$ cat config.mk
export PLATFORM = sky130hd
export DESIGN_NAME = timer_reload_wake_status
export DESIGN_NICKNAME = d
export VERILOG_FILES = /design/src/logic/timer_wake_pkg.sv /design/src/logic/timer_ctrl_if.sv /design/src/logic/second_down_timer.sv /design/src/logic/timer_reload_wake_status.sv
export SDC_FILE = /design/constraint.sdc
export NUM_CORES = 1
export LEC_CHECK = 0
export BUFFER_PORTS_ARGS = -buffer_cell sky130_fd_sc_hd__buf_2
export CORE_ASPECT_RATIO = 1.25
export CORE_MARGIN = 2
export CORE_UTILIZATION = 50
export CTS_BUF_LIST = sky130_fd_sc_hd__clkbuf_16
export CTS_CLUSTER_DIAMETER = 100
export DETAILED_ROUTE_END_ITERATION = 10
export PLACE_DENSITY = 0.85
export SYNTH_ARGS = -nofsm -noshare
export SYNTH_HDL_FRONTEND = slang
export SYNTH_HIERARCHICAL = 1
export SYNTH_SLANG_ARGS = --single-unit
$ cat constraint.sdc
create_clock -name clock -period 2.9 [get_ports clock]
set_input_delay 0.435 -clock clock [delete_from_list [all_inputs] [get_ports clock]]
set_output_delay 0.435 -clock clock [all_outputs]
set_load 0.05 [all_outputs]
$ cat src/logic/timer_wake_pkg.sv
// Constants, field positions and command codes for the reload timer and wake status block
`default_nettype none
package timer_wake_pkg;

	// Timer geometry
	localparam int CNT_W = 6;
	localparam logic [5:0] CNT_MAX = 6'h3f;
	localparam logic [5:0] CNT_ZERO = 6'h00;
	localparam int STS_W = 4;
	localparam int ARG_W = 9;
	localparam int CLK_SEL_LSB = 6;
	localparam int CLK_SEL_W = 3;
	localparam int STAGE_LO = 1;
	localparam int STAGE_HI = 15;

	// Clock select codes held in the load operand
	localparam logic [2:0] SEL_STAGE9 = 3'h0;
	localparam logic [2:0] SEL_STAGE3 = 3'h1;
	localparam logic [2:0] SEL_STAGE15 = 3'h2;
	localparam logic [2:0] SEL_FREQ = 3'h3;
	localparam logic [2:0] SEL_STAGE5 = 3'h4;
	localparam logic [2:0] SEL_STAGE7 = 3'h5;
	localparam logic [2:0] SEL_STAGE11 = 3'h6;
	localparam logic [2:0] SEL_STAGE13 = 3'h7;
	localparam logic [2:0] SEL_RESET = SEL_STAGE7;

	// Flag group two operand bits
	localparam int FLAG2_RELOAD_BIT = 0;
	localparam int FLAG2_DEFER_BIT = 1;

	// Wake request clear and wake enable operand bits
	localparam int WAKE_PRESCALE_BIT = 3;
	localparam int WAKE_TIMER_BIT = 4;
	localparam int WAKE_RFC_BIT = 6;

	// Converter start operand: gate driven by the timer
	localparam int RFC_TIMER_GATE_BIT = 4;

	// Status register field positions
	localparam int CARRY_BIT = 3;
	localparam int ZERO_BIT = 2;
	localparam int SUMMARY_BIT = 2;
	localparam int PRESCALE_START_BIT = 3;
	localparam int STAGE15_BIT = 2;
	localparam int RFC_START_BIT = 3;
	localparam int PORT_START_BIT = 2;
	localparam int TIMER_START_BIT = 1;
	localparam int OVERFLOW_BIT = 2;
	localparam logic [3:0] STS_RESET = 4'h0;
	localparam logic [3:0] ACC_ZERO = 4'h0;

	typedef enum logic [3:0] {
		CMD_NONE = 4'b0000,
		CMD_SET_FLAG_GROUP_TWO = 4'b0001,
		CMD_CLEAR_FLAG_GROUP_TWO = 4'b0010,
		CMD_CLEAR_WAKE_REQUEST = 4'b0011,
		CMD_SET_WAKE_ENABLES = 4'b0100,
		CMD_READ_ARITH_STATUS = 4'b0101,
		CMD_WRITE_ARITH_STATUS = 4'b0110,
		CMD_READ_SUMMARY_STATUS = 4'b0111,
		CMD_READ_PRESCALE_STATUS = 4'b1000,
		CMD_READ_SOURCE_STATUS = 4'b1001,
		CMD_READ_OVERFLOW_STATUS = 4'b1010,
		CMD_SELECT_PORT_CHANGE = 4'b1011,
		CMD_START_RFC_COUNTER = 4'b1100,
		CMD_LOAD_TIMER = 4'b1101
	} cmd_op_t;

endpackage
`default_nettype wire

$ cat src/logic/timer_ctrl_if.sv
// Control and status carrier between the wake status block and its down counter
`timescale 1ns/1ps
`default_nettype none
interface timer_ctrl_if;
	logic load;
	logic [5:0] init;
	logic tick;
	logic reload_en;
	logic underflow;
	logic running;
	logic [5:0] count;

	modport ctrl (
		output load,
		output init,
		output tick,
		output reload_en,
		input underflow,
		input running,
		input count
	);

	modport timer (
		input load,
		input init,
		input tick,
		input reload_en,
		output underflow,
		output running,
		output count
	);
endinterface
`default_nettype wire

$ cat src/logic/second_down_timer.sv
// Six-bit down counter with stop-on-underflow and optional reload
`timescale 1ns/1ps
`default_nettype none
module second_down_timer (
	input wire logic clock, // Core clock
	input wire logic resetn, // Asynchronous reset, active low
	timer_ctrl_if.timer tif // Control from the status block
);

	typedef struct packed {
		logic [5:0] count;
		logic [5:0] init;
		logic running;
		logic underflow;
	} timer_state_t;

	timer_state_t state_reg;
	timer_state_t state_next;

	always_comb begin
		state_next = state_reg;
		state_next.underflow = 1'b0;
		if (tif.load) begin
			state_next.init = tif.init;
			state_next.count = tif.init;
			state_next.running = 1'b1;
		end else if (tif.tick && state_reg.running) begin
			if (state_reg.count == timer_wake_pkg::CNT_ZERO) begin
				state_next.underflow = 1'b1;
				if (tif.reload_en) begin
					// Reload keeps counting so long periods chain without a gap
					state_next.count = state_reg.init;
				end else begin
					state_next.count = timer_wake_pkg::CNT_MAX;
					state_next.running = 1'b0;
				end
			end else begin
				state_next.count = state_reg.count - 6'h01;
			end
		end
	end

	always_ff @(posedge clock or negedge resetn) begin
		if (!resetn) begin
			state_reg <= '0;
		end else begin
			state_reg <= state_next;
		end
	end

	assign tif.underflow = state_reg.underflow;
	assign tif.running = state_reg.running;
	assign tif.count = state_reg.count;

endmodule
`default_nettype wire

$ cat src/logic/timer_reload_wake_status.sv
// Reload timer, converter count gate and wake status registers
`timescale 1ns/1ps
`default_nettype none

// Functional notes
// - Six-bit down counter, load starts, underflow requests wake
// - Flag group two bit 0 enables reload
// - Timer opens count gate, underflow closes it
// - Defer flag keeps gate open across underflow
// - Reload with defer keeps counting through underflows
// - Status registers four bits, unused bits zero
// - Carry bit 3 read/write, zero bit 2
// - Zero flag tracks accumulator equal to zero
// - Arithmetic status read out, only its carry loaded from RAM
// - Summary flag at bit 2, read only
// - Summary set by non-port release or timed start flags, not by port start
// - Any start flag refuses halt entry
// - Prescaler start flag is request and enable
// - Live fifteenth prescaler stage at bit 2
// - Port start set by change, cleared by select
// - Timer start flag is request and enable
// - Converter start flag is finish and enable
// - Source status read only, bit 0 unused
// - Overflow flag set by overflow, cleared by start
// - Overflow status at bit 2, read only
// - Timer wake enable lets underflow release halt
module timer_reload_wake_status (
	input wire logic clock, // 40 MHz core clock
	input wire logic resetn, // Asynchronous reset, active low
	input wire logic cmd_valid, // One-cycle instruction strobe
	input wire timer_wake_pkg::cmd_op_t cmd_op, // Instruction being executed
	input wire logic [8:0] cmd_arg, // Instruction operand
	input wire logic [3:0] ram_nibble, // RAM data for the status load
	input wire logic [3:0] acc_nibble, // Live accumulator content
	input wire logic carry_update, // ALU writes the carry this cycle
	input wire logic carry_value, // ALU carry or borrow result
	input wire logic [15:1] prescale_stage, // Prescaler stage outputs
	input wire logic freq_level, // Converter frequency clock level
	input wire logic prescale_overflow, // Prescaler overflow pulse
	input wire logic port_change_release, // Selected port change released halt
	input wire logic other_halt_release, // Non-port source released halt
	input wire logic rfc_finish, // Converter mode-3 finish pulse
	input wire logic rfc_counter_overflow, // 16-bit converter counter overflow
	output logic [3:0] read_nibble, // Status value for accumulator and RAM
	output logic read_valid, // Read answer strobe
	output logic count_gate, // Converter count gate
	output logic carry_flag, // Carry flag for the ALU
	output logic timer_wake_request, // Timer underflow request
	output logic halt_entry_refused, // Halt may not be entered
	output logic [5:0] timer_count // Current timer value
);

	typedef struct packed {
		logic [2:0] clk_sel;
		logic tap_prev;
		logic reload_en;
		logic defer_gate_clear;
		logic gate;
		logic gate_by_timer;
		logic prescale_req;
		logic timer_req;
		logic rfc_req;
		logic prescale_en;
		logic timer_en;
		logic rfc_en;
		logic port_start;
		logic summary;
		logic carry;
		logic overflow;
		logic [3:0] rd_data;
		logic rd_valid;
	} wake_state_t;

	wake_state_t state_reg;
	wake_state_t state_next;

	timer_ctrl_if tif ();

	second_down_timer u_timer (
		.clock(clock),
		.resetn(resetn),
		.tif(tif)
	);

	////////////////////////////////////////////////////////////////////////
	// Clock source selection

	function automatic logic tap_level(input logic [2:0] sel, input logic [15:1] st, input logic fq);
		logic lvl;
		lvl = 1'b0;
		case (sel)
			timer_wake_pkg::SEL_STAGE9: lvl = st[9];
			timer_wake_pkg::SEL_STAGE3: lvl = st[3];
			timer_wake_pkg::SEL_STAGE15: lvl = st[15];
			timer_wake_pkg::SEL_FREQ: lvl = fq;
			timer_wake_pkg::SEL_STAGE5: lvl = st[5];
			timer_wake_pkg::SEL_STAGE7: lvl = st[7];
			timer_wake_pkg::SEL_STAGE11: lvl = st[11];
			default: lvl = st[13];
		endcase
		return lvl;
	endfunction

	logic tap_now;
	logic timer_tick;
	logic is_cmd;

	assign tap_now = tap_level(state_reg.clk_sel, prescale_stage, freq_level);
	// Rising edge of the chosen stage or frequency level is the timer's count enable
	assign timer_tick = tap_now && !state_reg.tap_prev;

	////////////////////////////////////////////////////////////////////////
	// Start flags and status views

	logic prescale_start;
	logic timer_start;
	logic rfc_start;
	logic start_any;
	logic zero_flag;
	logic [3:0] arith_view;
	logic [3:0] summary_view;
	logic [3:0] prescale_view;
	logic [3:0] source_view;
	logic [3:0] overflow_view;

	assign prescale_start = state_reg.prescale_req && state_reg.prescale_en;
	assign timer_start = state_reg.timer_req && state_reg.timer_en;
	assign rfc_start = state_reg.rfc_req && state_reg.rfc_en;
	assign start_any = prescale_start || timer_start || rfc_start;
	assign zero_flag = (acc_nibble == timer_wake_pkg::ACC_ZERO);

	always_comb begin
		arith_view = timer_wake_pkg::STS_RESET;
		arith_view[timer_wake_pkg::CARRY_BIT] = state_reg.carry;
		arith_view[timer_wake_pkg::ZERO_BIT] = zero_flag;
		summary_view = timer_wake_pkg::STS_RESET;
		summary_view[timer_wake_pkg::SUMMARY_BIT] = state_reg.summary;
		prescale_view = timer_wake_pkg::STS_RESET;
		prescale_view[timer_wake_pkg::PRESCALE_START_BIT] = prescale_start;
		prescale_view[timer_wake_pkg::STAGE15_BIT] = prescale_stage[timer_wake_pkg::STAGE_HI];
		source_view = timer_wake_pkg::STS_RESET;
		source_view[timer_wake_pkg::RFC_START_BIT] = rfc_start;
		source_view[timer_wake_pkg::PORT_START_BIT] = state_reg.port_start;
		source_view[timer_wake_pkg::TIMER_START_BIT] = timer_start;
		overflow_view = timer_wake_pkg::STS_RESET;
		overflow_view[timer_wake_pkg::OVERFLOW_BIT] = state_reg.overflow;
	end

	////////////////////////////////////////////////////////////////////////
	// Next state

	assign is_cmd = cmd_valid;

	always_comb begin
		state_next = state_reg;
		state_next.tap_prev = tap_now;
		state_next.rd_valid = 1'b0;

		// Clears from instructions come first so that same-cycle events win
		if (is_cmd) begin
			case (cmd_op)
				timer_wake_pkg::CMD_SET_FLAG_GROUP_TWO: begin
					if (cmd_arg[timer_wake_pkg::FLAG2_RELOAD_BIT]) begin
						state_next.reload_en = 1'b1;
					end
					if (cmd_arg[timer_wake_pkg::FLAG2_DEFER_BIT]) begin
						state_next.defer_gate_clear = 1'b1;
					end
				end
				timer_wake_pkg::CMD_CLEAR_FLAG_GROUP_TWO: begin
					if (cmd_arg[timer_wake_pkg::FLAG2_RELOAD_BIT]) begin
						state_next.reload_en = 1'b0;
					end
					if (cmd_arg[timer_wake_pkg::FLAG2_DEFER_BIT]) begin
						state_next.defer_gate_clear = 1'b0;
					end
				end
				timer_wake_pkg::CMD_CLEAR_WAKE_REQUEST: begin
					if (cmd_arg[timer_wake_pkg::WAKE_PRESCALE_BIT]) begin
						state_next.prescale_req = 1'b0;
					end
					if (cmd_arg[timer_wake_pkg::WAKE_TIMER_BIT]) begin
						state_next.timer_req = 1'b0;
					end
					if (cmd_arg[timer_wake_pkg::WAKE_RFC_BIT]) begin
						state_next.rfc_req = 1'b0;
					end
				end
				timer_wake_pkg::CMD_SET_WAKE_ENABLES: begin
					state_next.prescale_en = cmd_arg[timer_wake_pkg::WAKE_PRESCALE_BIT];
					state_next.timer_en = cmd_arg[timer_wake_pkg::WAKE_TIMER_BIT];
					state_next.rfc_en = cmd_arg[timer_wake_pkg::WAKE_RFC_BIT];
				end
				timer_wake_pkg::CMD_READ_ARITH_STATUS: begin
					state_next.rd_data = arith_view;
					state_next.rd_valid = 1'b1;
				end
				timer_wake_pkg::CMD_WRITE_ARITH_STATUS: begin
					// Zero flag follows the accumulator, so only the carry loads
					state_next.carry = ram_nibble[timer_wake_pkg::CARRY_BIT];
				end
				timer_wake_pkg::CMD_READ_SUMMARY_STATUS: begin
					state_next.rd_data = summary_view;
					state_next.rd_valid = 1'b1;
				end
				timer_wake_pkg::CMD_READ_PRESCALE_STATUS: begin
					state_next.rd_data = prescale_view;
					state_next.rd_valid = 1'b1;
				end
				timer_wake_pkg::CMD_READ_SOURCE_STATUS: begin
					state_next.rd_data = source_view;
					state_next.rd_valid = 1'b1;
				end
				timer_wake_pkg::CMD_READ_OVERFLOW_STATUS: begin
					state_next.rd_data = overflow_view;
					state_next.rd_valid = 1'b1;
				end
				timer_wake_pkg::CMD_SELECT_PORT_CHANGE: begin
					state_next.port_start = 1'b0;
				end
				timer_wake_pkg::CMD_START_RFC_COUNTER: begin
					state_next.overflow = 1'b0;
					state_next.gate_by_timer = cmd_arg[timer_wake_pkg::RFC_TIMER_GATE_BIT];
					state_next.gate = 1'b0;
				end
				timer_wake_pkg::CMD_LOAD_TIMER: begin
					state_next.clk_sel = cmd_arg[timer_wake_pkg::CLK_SEL_LSB +: timer_wake_pkg::CLK_SEL_W];
					if (state_reg.gate_by_timer) begin
						state_next.gate = 1'b1;
					end
				end
				default: begin
				end
			endcase
		end

		// ALU carry updates unless the status load owns the carry this cycle
		if (carry_update && !(is_cmd && cmd_op == timer_wake_pkg::CMD_WRITE_ARITH_STATUS)) begin
			state_next.carry = carry_value;
		end

		// Hardware events, set wins over any clear above
		if (tif.underflow) begin
			state_next.timer_req = 1'b1;
			if (!state_reg.defer_gate_clear) begin
				state_next.gate = 1'b0;
			end
		end
		if (prescale_overflow) begin
			state_next.prescale_req = 1'b1;
		end
		if (rfc_finish) begin
			state_next.rfc_req = 1'b1;
		end
		if (port_change_release) begin
			state_next.port_start = 1'b1;
		end
		if (rfc_counter_overflow) begin
			state_next.overflow = 1'b1;
		end

		// Summary holds while any timed start flag stands
		state_next.summary = other_halt_release || start_any;
	end

	always_ff @(posedge clock or negedge resetn) begin
		if (!resetn) begin
			state_reg <= '0;
			state_reg.clk_sel <= timer_wake_pkg::SEL_RESET;
		end else begin
			state_reg <= state_next;
		end
	end

	////////////////////////////////////////////////////////////////////////
	// Timer control and outputs

	assign tif.load = is_cmd && (cmd_op == timer_wake_pkg::CMD_LOAD_TIMER);
	assign tif.init = cmd_arg[timer_wake_pkg::CNT_W-1:0];
	assign tif.tick = timer_tick;
	assign tif.reload_en = state_reg.reload_en;

	assign read_nibble = state_reg.rd_data;
	assign read_valid = state_reg.rd_valid;
	assign count_gate = state_reg.gate;
	assign carry_flag = state_reg.carry;
	assign timer_wake_request = state_reg.timer_req;
	assign timer_count = tif.count;
	// Port start flag also blocks halt entry
	assign halt_entry_refused = start_any || state_reg.port_start || state_reg.summary;

endmodule
`default_nettype wire

# Word-level counts from Yosys, hierarchy flattened
# Index checks and enable logic that the tools add are counted.
classes:
  eq_ne: 24
  n_reduce_logical: 50
  addsub: 1
  mux: 37
ops:
  columns: ["operator", "count"]
  rows:
  - ["$reduce_bool A2 Y1", 18]
  - ["$pmux W5 S5", 1]
  - ["$eq A4 B4 Y1 const B", 6]
  - ["$mux W6", 4]
  - ["$mux W1", 23]
  - ["$eq A4 B3 Y1 const B", 4]
  - ["$reduce_and A2 Y1", 7]
  - ["$reduce_and A3 Y1", 4]
  - ["$eq A3 B3 Y1 const B", 3]
  - ["$mux W9", 1]
  - ["$eq A4 B2 Y1 const B", 2]
  - ["$logic_and A1 B1 Y1", 8]
  - ["$ne A2 B2 Y1 const B", 4]
  - ["$reduce_and A4 Y1", 2]
  - ["$mux W7", 1]
  - ["$pmux W1 S7", 1]
  - ["$eq A3 B2 Y1 const B", 2]
  - ["$logic_not A6 Y1", 1]
  - ["$mux W3", 2]
  - ["$sub A6 B1 Y6 const B", 1]
  - ["$logic_or A1 B1 Y1", 5]
  - ["$reduce_bool A5 Y1", 1]
  - ["$eq A4 B1 Y1 const B", 1]
  - ["$logic_not A4 Y1", 1]
  - ["7 further kinds", 9]
totals:
  register_bits: 37
  word_cells: 134
  inputBits: 47

# Depth between registers and ports, before layout
logic_depth:
  ltp_word: 6
  ltp_mapped: 7
  depth_no_buf: 7

# Modules after synthesis
# Netlist, hierarchy kept.
modules_own_cells:
  columns: ["module", "area_per_inst_um2", "cells_per_inst", "n_inst"]
  rows:
  - ["timer_reload_wake_status", 1124.8, 102, 1]
  - ["second_down_timer", 822.0, 90, 1]

# Least setup slack after synthesis
# OpenSTA, ideal clock, no wires.
synth_timing:
  path_kind: "flip-flop to flip-flop"
  start: "register state_reg[20] in the netlist's numbering"
  end: "register u_timer.state_reg (netlist bit u_timer/tif.count[5])"
  setup_slack_ns: 0.770
  t_arrival_ns: 2.036
  synth_period_minus_slack_ns: 2.130
  t_required_ns: 2.806
  path_stages_with_launch: 8
  setup_ns: 0.094
  path_cell_list: "dfstp_2 -> mux4_2 -> mux2_2 -> nor2b_1 -> and2_2 -> nand2b_1 -> nor4_1 -> a211oi_1"
synth_rtl:
  columns: ["item", "line", "source"]
  rows:
  - ["start, declared", "timer_reload_wake_status.sv:74", "wake_state_t state_reg;"]
  - ["start signal, assigned", "timer_reload_wake_status.sv:271", "state_reg <= state_next;"]
  - ["end signal, assigned", "second_down_timer.sv:47", "state_reg <= state_next;"]
  - ["end, declared", "second_down_timer.sv:17", "timer_state_t state_reg;"]

==> results.md <==
* Outcome: complete, no violations
* Synthesis Warnings at 6
* Fin nets at 281
* Terminus of the critical flop-to-flop path: u_timer/tif.count[5]
* Clk root buf: clkbuf_16
* IO Pins at 62
* Htree depth at 2
* Reg2reg setup slack at 0.60 ns
* DR vias/cell at 5.766
* Sequential area share after synthesis at 0.4640
* Final hold vios at 0
* Worst path required time at 3.09 ns
* Total grt overflow at 0
* Crit. Startpoint: state_reg[20]
* Ys flop type: dfrtp_1
* Clk buf depth at 2
* Post-Syn Area at 1947 um2
* Setup crit end: u_timer/tif.count[5]
* Crit Path Category: register to register
* Slew HR at 0.4770
* VDD IR max at 521.0 uV
* Post-Route Setup TNS at 0 ns
* RR Startpoint: state_reg[20]
* Vias in the first global route at 1581
* FILL cells at 320
* P&R area growth vs syn at 17.87%
* Placement Setup Slack at 0.6238 ns
* TritonRoute pass-1 iters at 4
* Crit path max fanout at 6
* Top layer in use: met4
* Worst R2R Path Depth at 7
* # port buffers at 49
* EDFF count, synth at 0
* Post-CTS resize count at 0
* Data arrival time of the critical path at 2.49 ns
* CP Launch Type: register
* Part of the cycle the worst path needs at 0.7946
* Mapped Cells at 192
* CTS sink cnt at 36
* Layout cells sized above 1 at 0.3004
* Final setup viols at 0
* First-pass GRT wire length at 7.031 mm
* Worst-path clk slew at 0.05 ns
* Clk_skew at 0.001918 ns
* Placed inst area at 2132 um2
* Syn nets at 241
* Total GRT Usage at 0.2111
* CTS tree: yes
* Initial antenna violation count at 0
* #FFs+latches synth at 36
* Worst Max-Slew Pin Slew at 0.7844 ns
* CP endpoint kind: register
* Post-synthesis cell type count at 56
* Die Height at 73.77 um
* Core area at 3754 um2
* Pwr/cell area at 873.5 nW/um2
* Achievable Freq at 434.0 MHz
* Die footprint at 4412 um2
* Drt drc at 0
* GPL Wtd Cong at 0.8692
* Fin area at 2295 um2
* Iteration-0 DRC Markers at 81
* M1 WL at 1.715 mm
* WL final at 4.067 mm
* Wire length on met2 at 2.054 mm
* Min-delay worst type: input port to async pin
* P_leak at 1.054 nW
* Row cnt at 25
* Die width at 59.81 um
* Total CTS buffers at 5
* Post-CTS Hold Buffers at 0
* ANT nets after route at 0
* Clock Latency Late Sink at 0.28 ns
* Via count at 1574
* Max-cap viol count at 0
* Worst Hold Slack at 0.2394 ns
* Metal3 WL at 223 um
* Post-detail-place hpwl at 2.918 mm
* Initial core utilization at 0.5187
* Buffer count from post-CTS setup fixing at 0
* Ant diodes at 0
* Pins Over Slew Limit at 0
* RSZ-0062 raised after global routing: no
* Final worst slack at 0.5958 ns
* Largest net degree at the start of global routing at 37
* Synth async-reset ratio at 1.000
* Fin crit period at 2.304 ns
* Max reg flops at 12
* Multi-input logic area at 895.9 um2
* Mean Syn Cell Area at 10.14 um2
* Routed WL per cell at 14.90 um
* Reg area at 903.4 um2
-- report_power, final --
part | leakage, nW | internal, mW | switching [mW]
sequential | 0.416 | 0.617 | 0.0971
clock | 0.0789 | 0.399 | 0.194
combinational | 0.559 | 0.259 | 0.438
-- cell usage in the layout (no fill, tap or decap), types with 4 or more instances in the layout --
cell	n
buf_2	49
o21ai_0	17
nand2b_1	7
clkbuf_16	5
nand2_1	19
dfrtp_1	34
mux2_1	8
inv_1	8
a21o_1	5
a21oi_1	4
nand3_1	6
nor2_1	8
-- cell families after synthesis --
group / after synthesis / share of synthesized area
and+or+nand+nor: 62 / 0.1684
AOI/OAI and AO/OA: 48 / 0.1613
DFF: 36 / 0.4640
buffers and inverters: 25 / 0.07583
muxes: 16 / 0.1067
adders and majority gates: 2 / 0.01285
xor gates and xnor gates: 2 / 0.008999
other: 1 / 0.001926
-- stage by stage --
step | util | power [mW] | instances
floorplan | - | 1.313 | 192
CTS | 0.6113 | 2.017 | 273
finish | 0.6113 | 2.004 | 273
global route | 0.6113 | 2.136 | 273
global placement | 0.5680 | 1.394 | 265
detailed placement | 0.5680 | 1.413 | 265
-- cell type report --
type	instances	share of cell area
flip-flops and latches	36	0.3937
multi-input cells	131	0.3904
repair buffers	50	0.1101
clock buffers	5	0.05453
well taps	40	0.02181
clock inverters	3	0.01636
inverters	8	0.01309
-- critical path, cell delays in order, from the launching register on --
cell      delay, ns
dfstp_2        0.56
mux4_2         0.49
mux2_2         0.28
nor2b_1        0.14
and2_2         0.23
nand2b_1       0.20
nor4_1         0.09
a211oi_1       0.22
-- synthesized netlist by cell type, types with 2 or more instances --
library cell	number	area, um2
a211oi_1	2	15.01
a21o_1	5	37.54
a21oi_1	4	20.02
a22oi_1	3	22.52
a41oi_1	2	17.52
buf_4	10	75.07
buf_6	2	22.52
clkbuf_1	4	15.01
dfrtp_1	34	850.8
dfstp_2	2	52.55
ha_1	2	25.02
inv_1	8	30.03
mux2_1	8	90.09
mux2_2	2	22.52
mux2_4	2	30.03
mux2i_1	2	20.02
mux4_2	2	45.04
nand2_1	19	71.32
nand2b_1	7	43.79
nand3_1	6	30.03
nand3b_1	2	15.01
nor2_1	8	30.03
nor2b_1	3	18.77
nor3_1	3	15.01
o211ai_1	2	15.01
o21ai_0	17	85.08
o21ai_1	2	10.01
-- layer usage --
layer,vias up,GRT usage
li1,755,-
met1,751,0.2605
met2,60,0.3623
met3,8,0.04401
met4,0,0.06914
met5,-,0
-- worst min-delay path by stage --
stage                                      from             to  slack, ns  depth (start not counted)
after global placement    u_timer/tif.underflow     count_gate       0.46                          1
final                                    resetn     carry_flag       0.24                          1
after CTS                                resetn     carry_flag       0.27                          1
after floorplan                          resetn     carry_flag       0.14                          0
after global routing                     resetn  state_reg[14]       0.31                          1
after detailed placement  u_timer/tif.underflow     count_gate       0.47                          1
(Power assumes the default switching activity.)
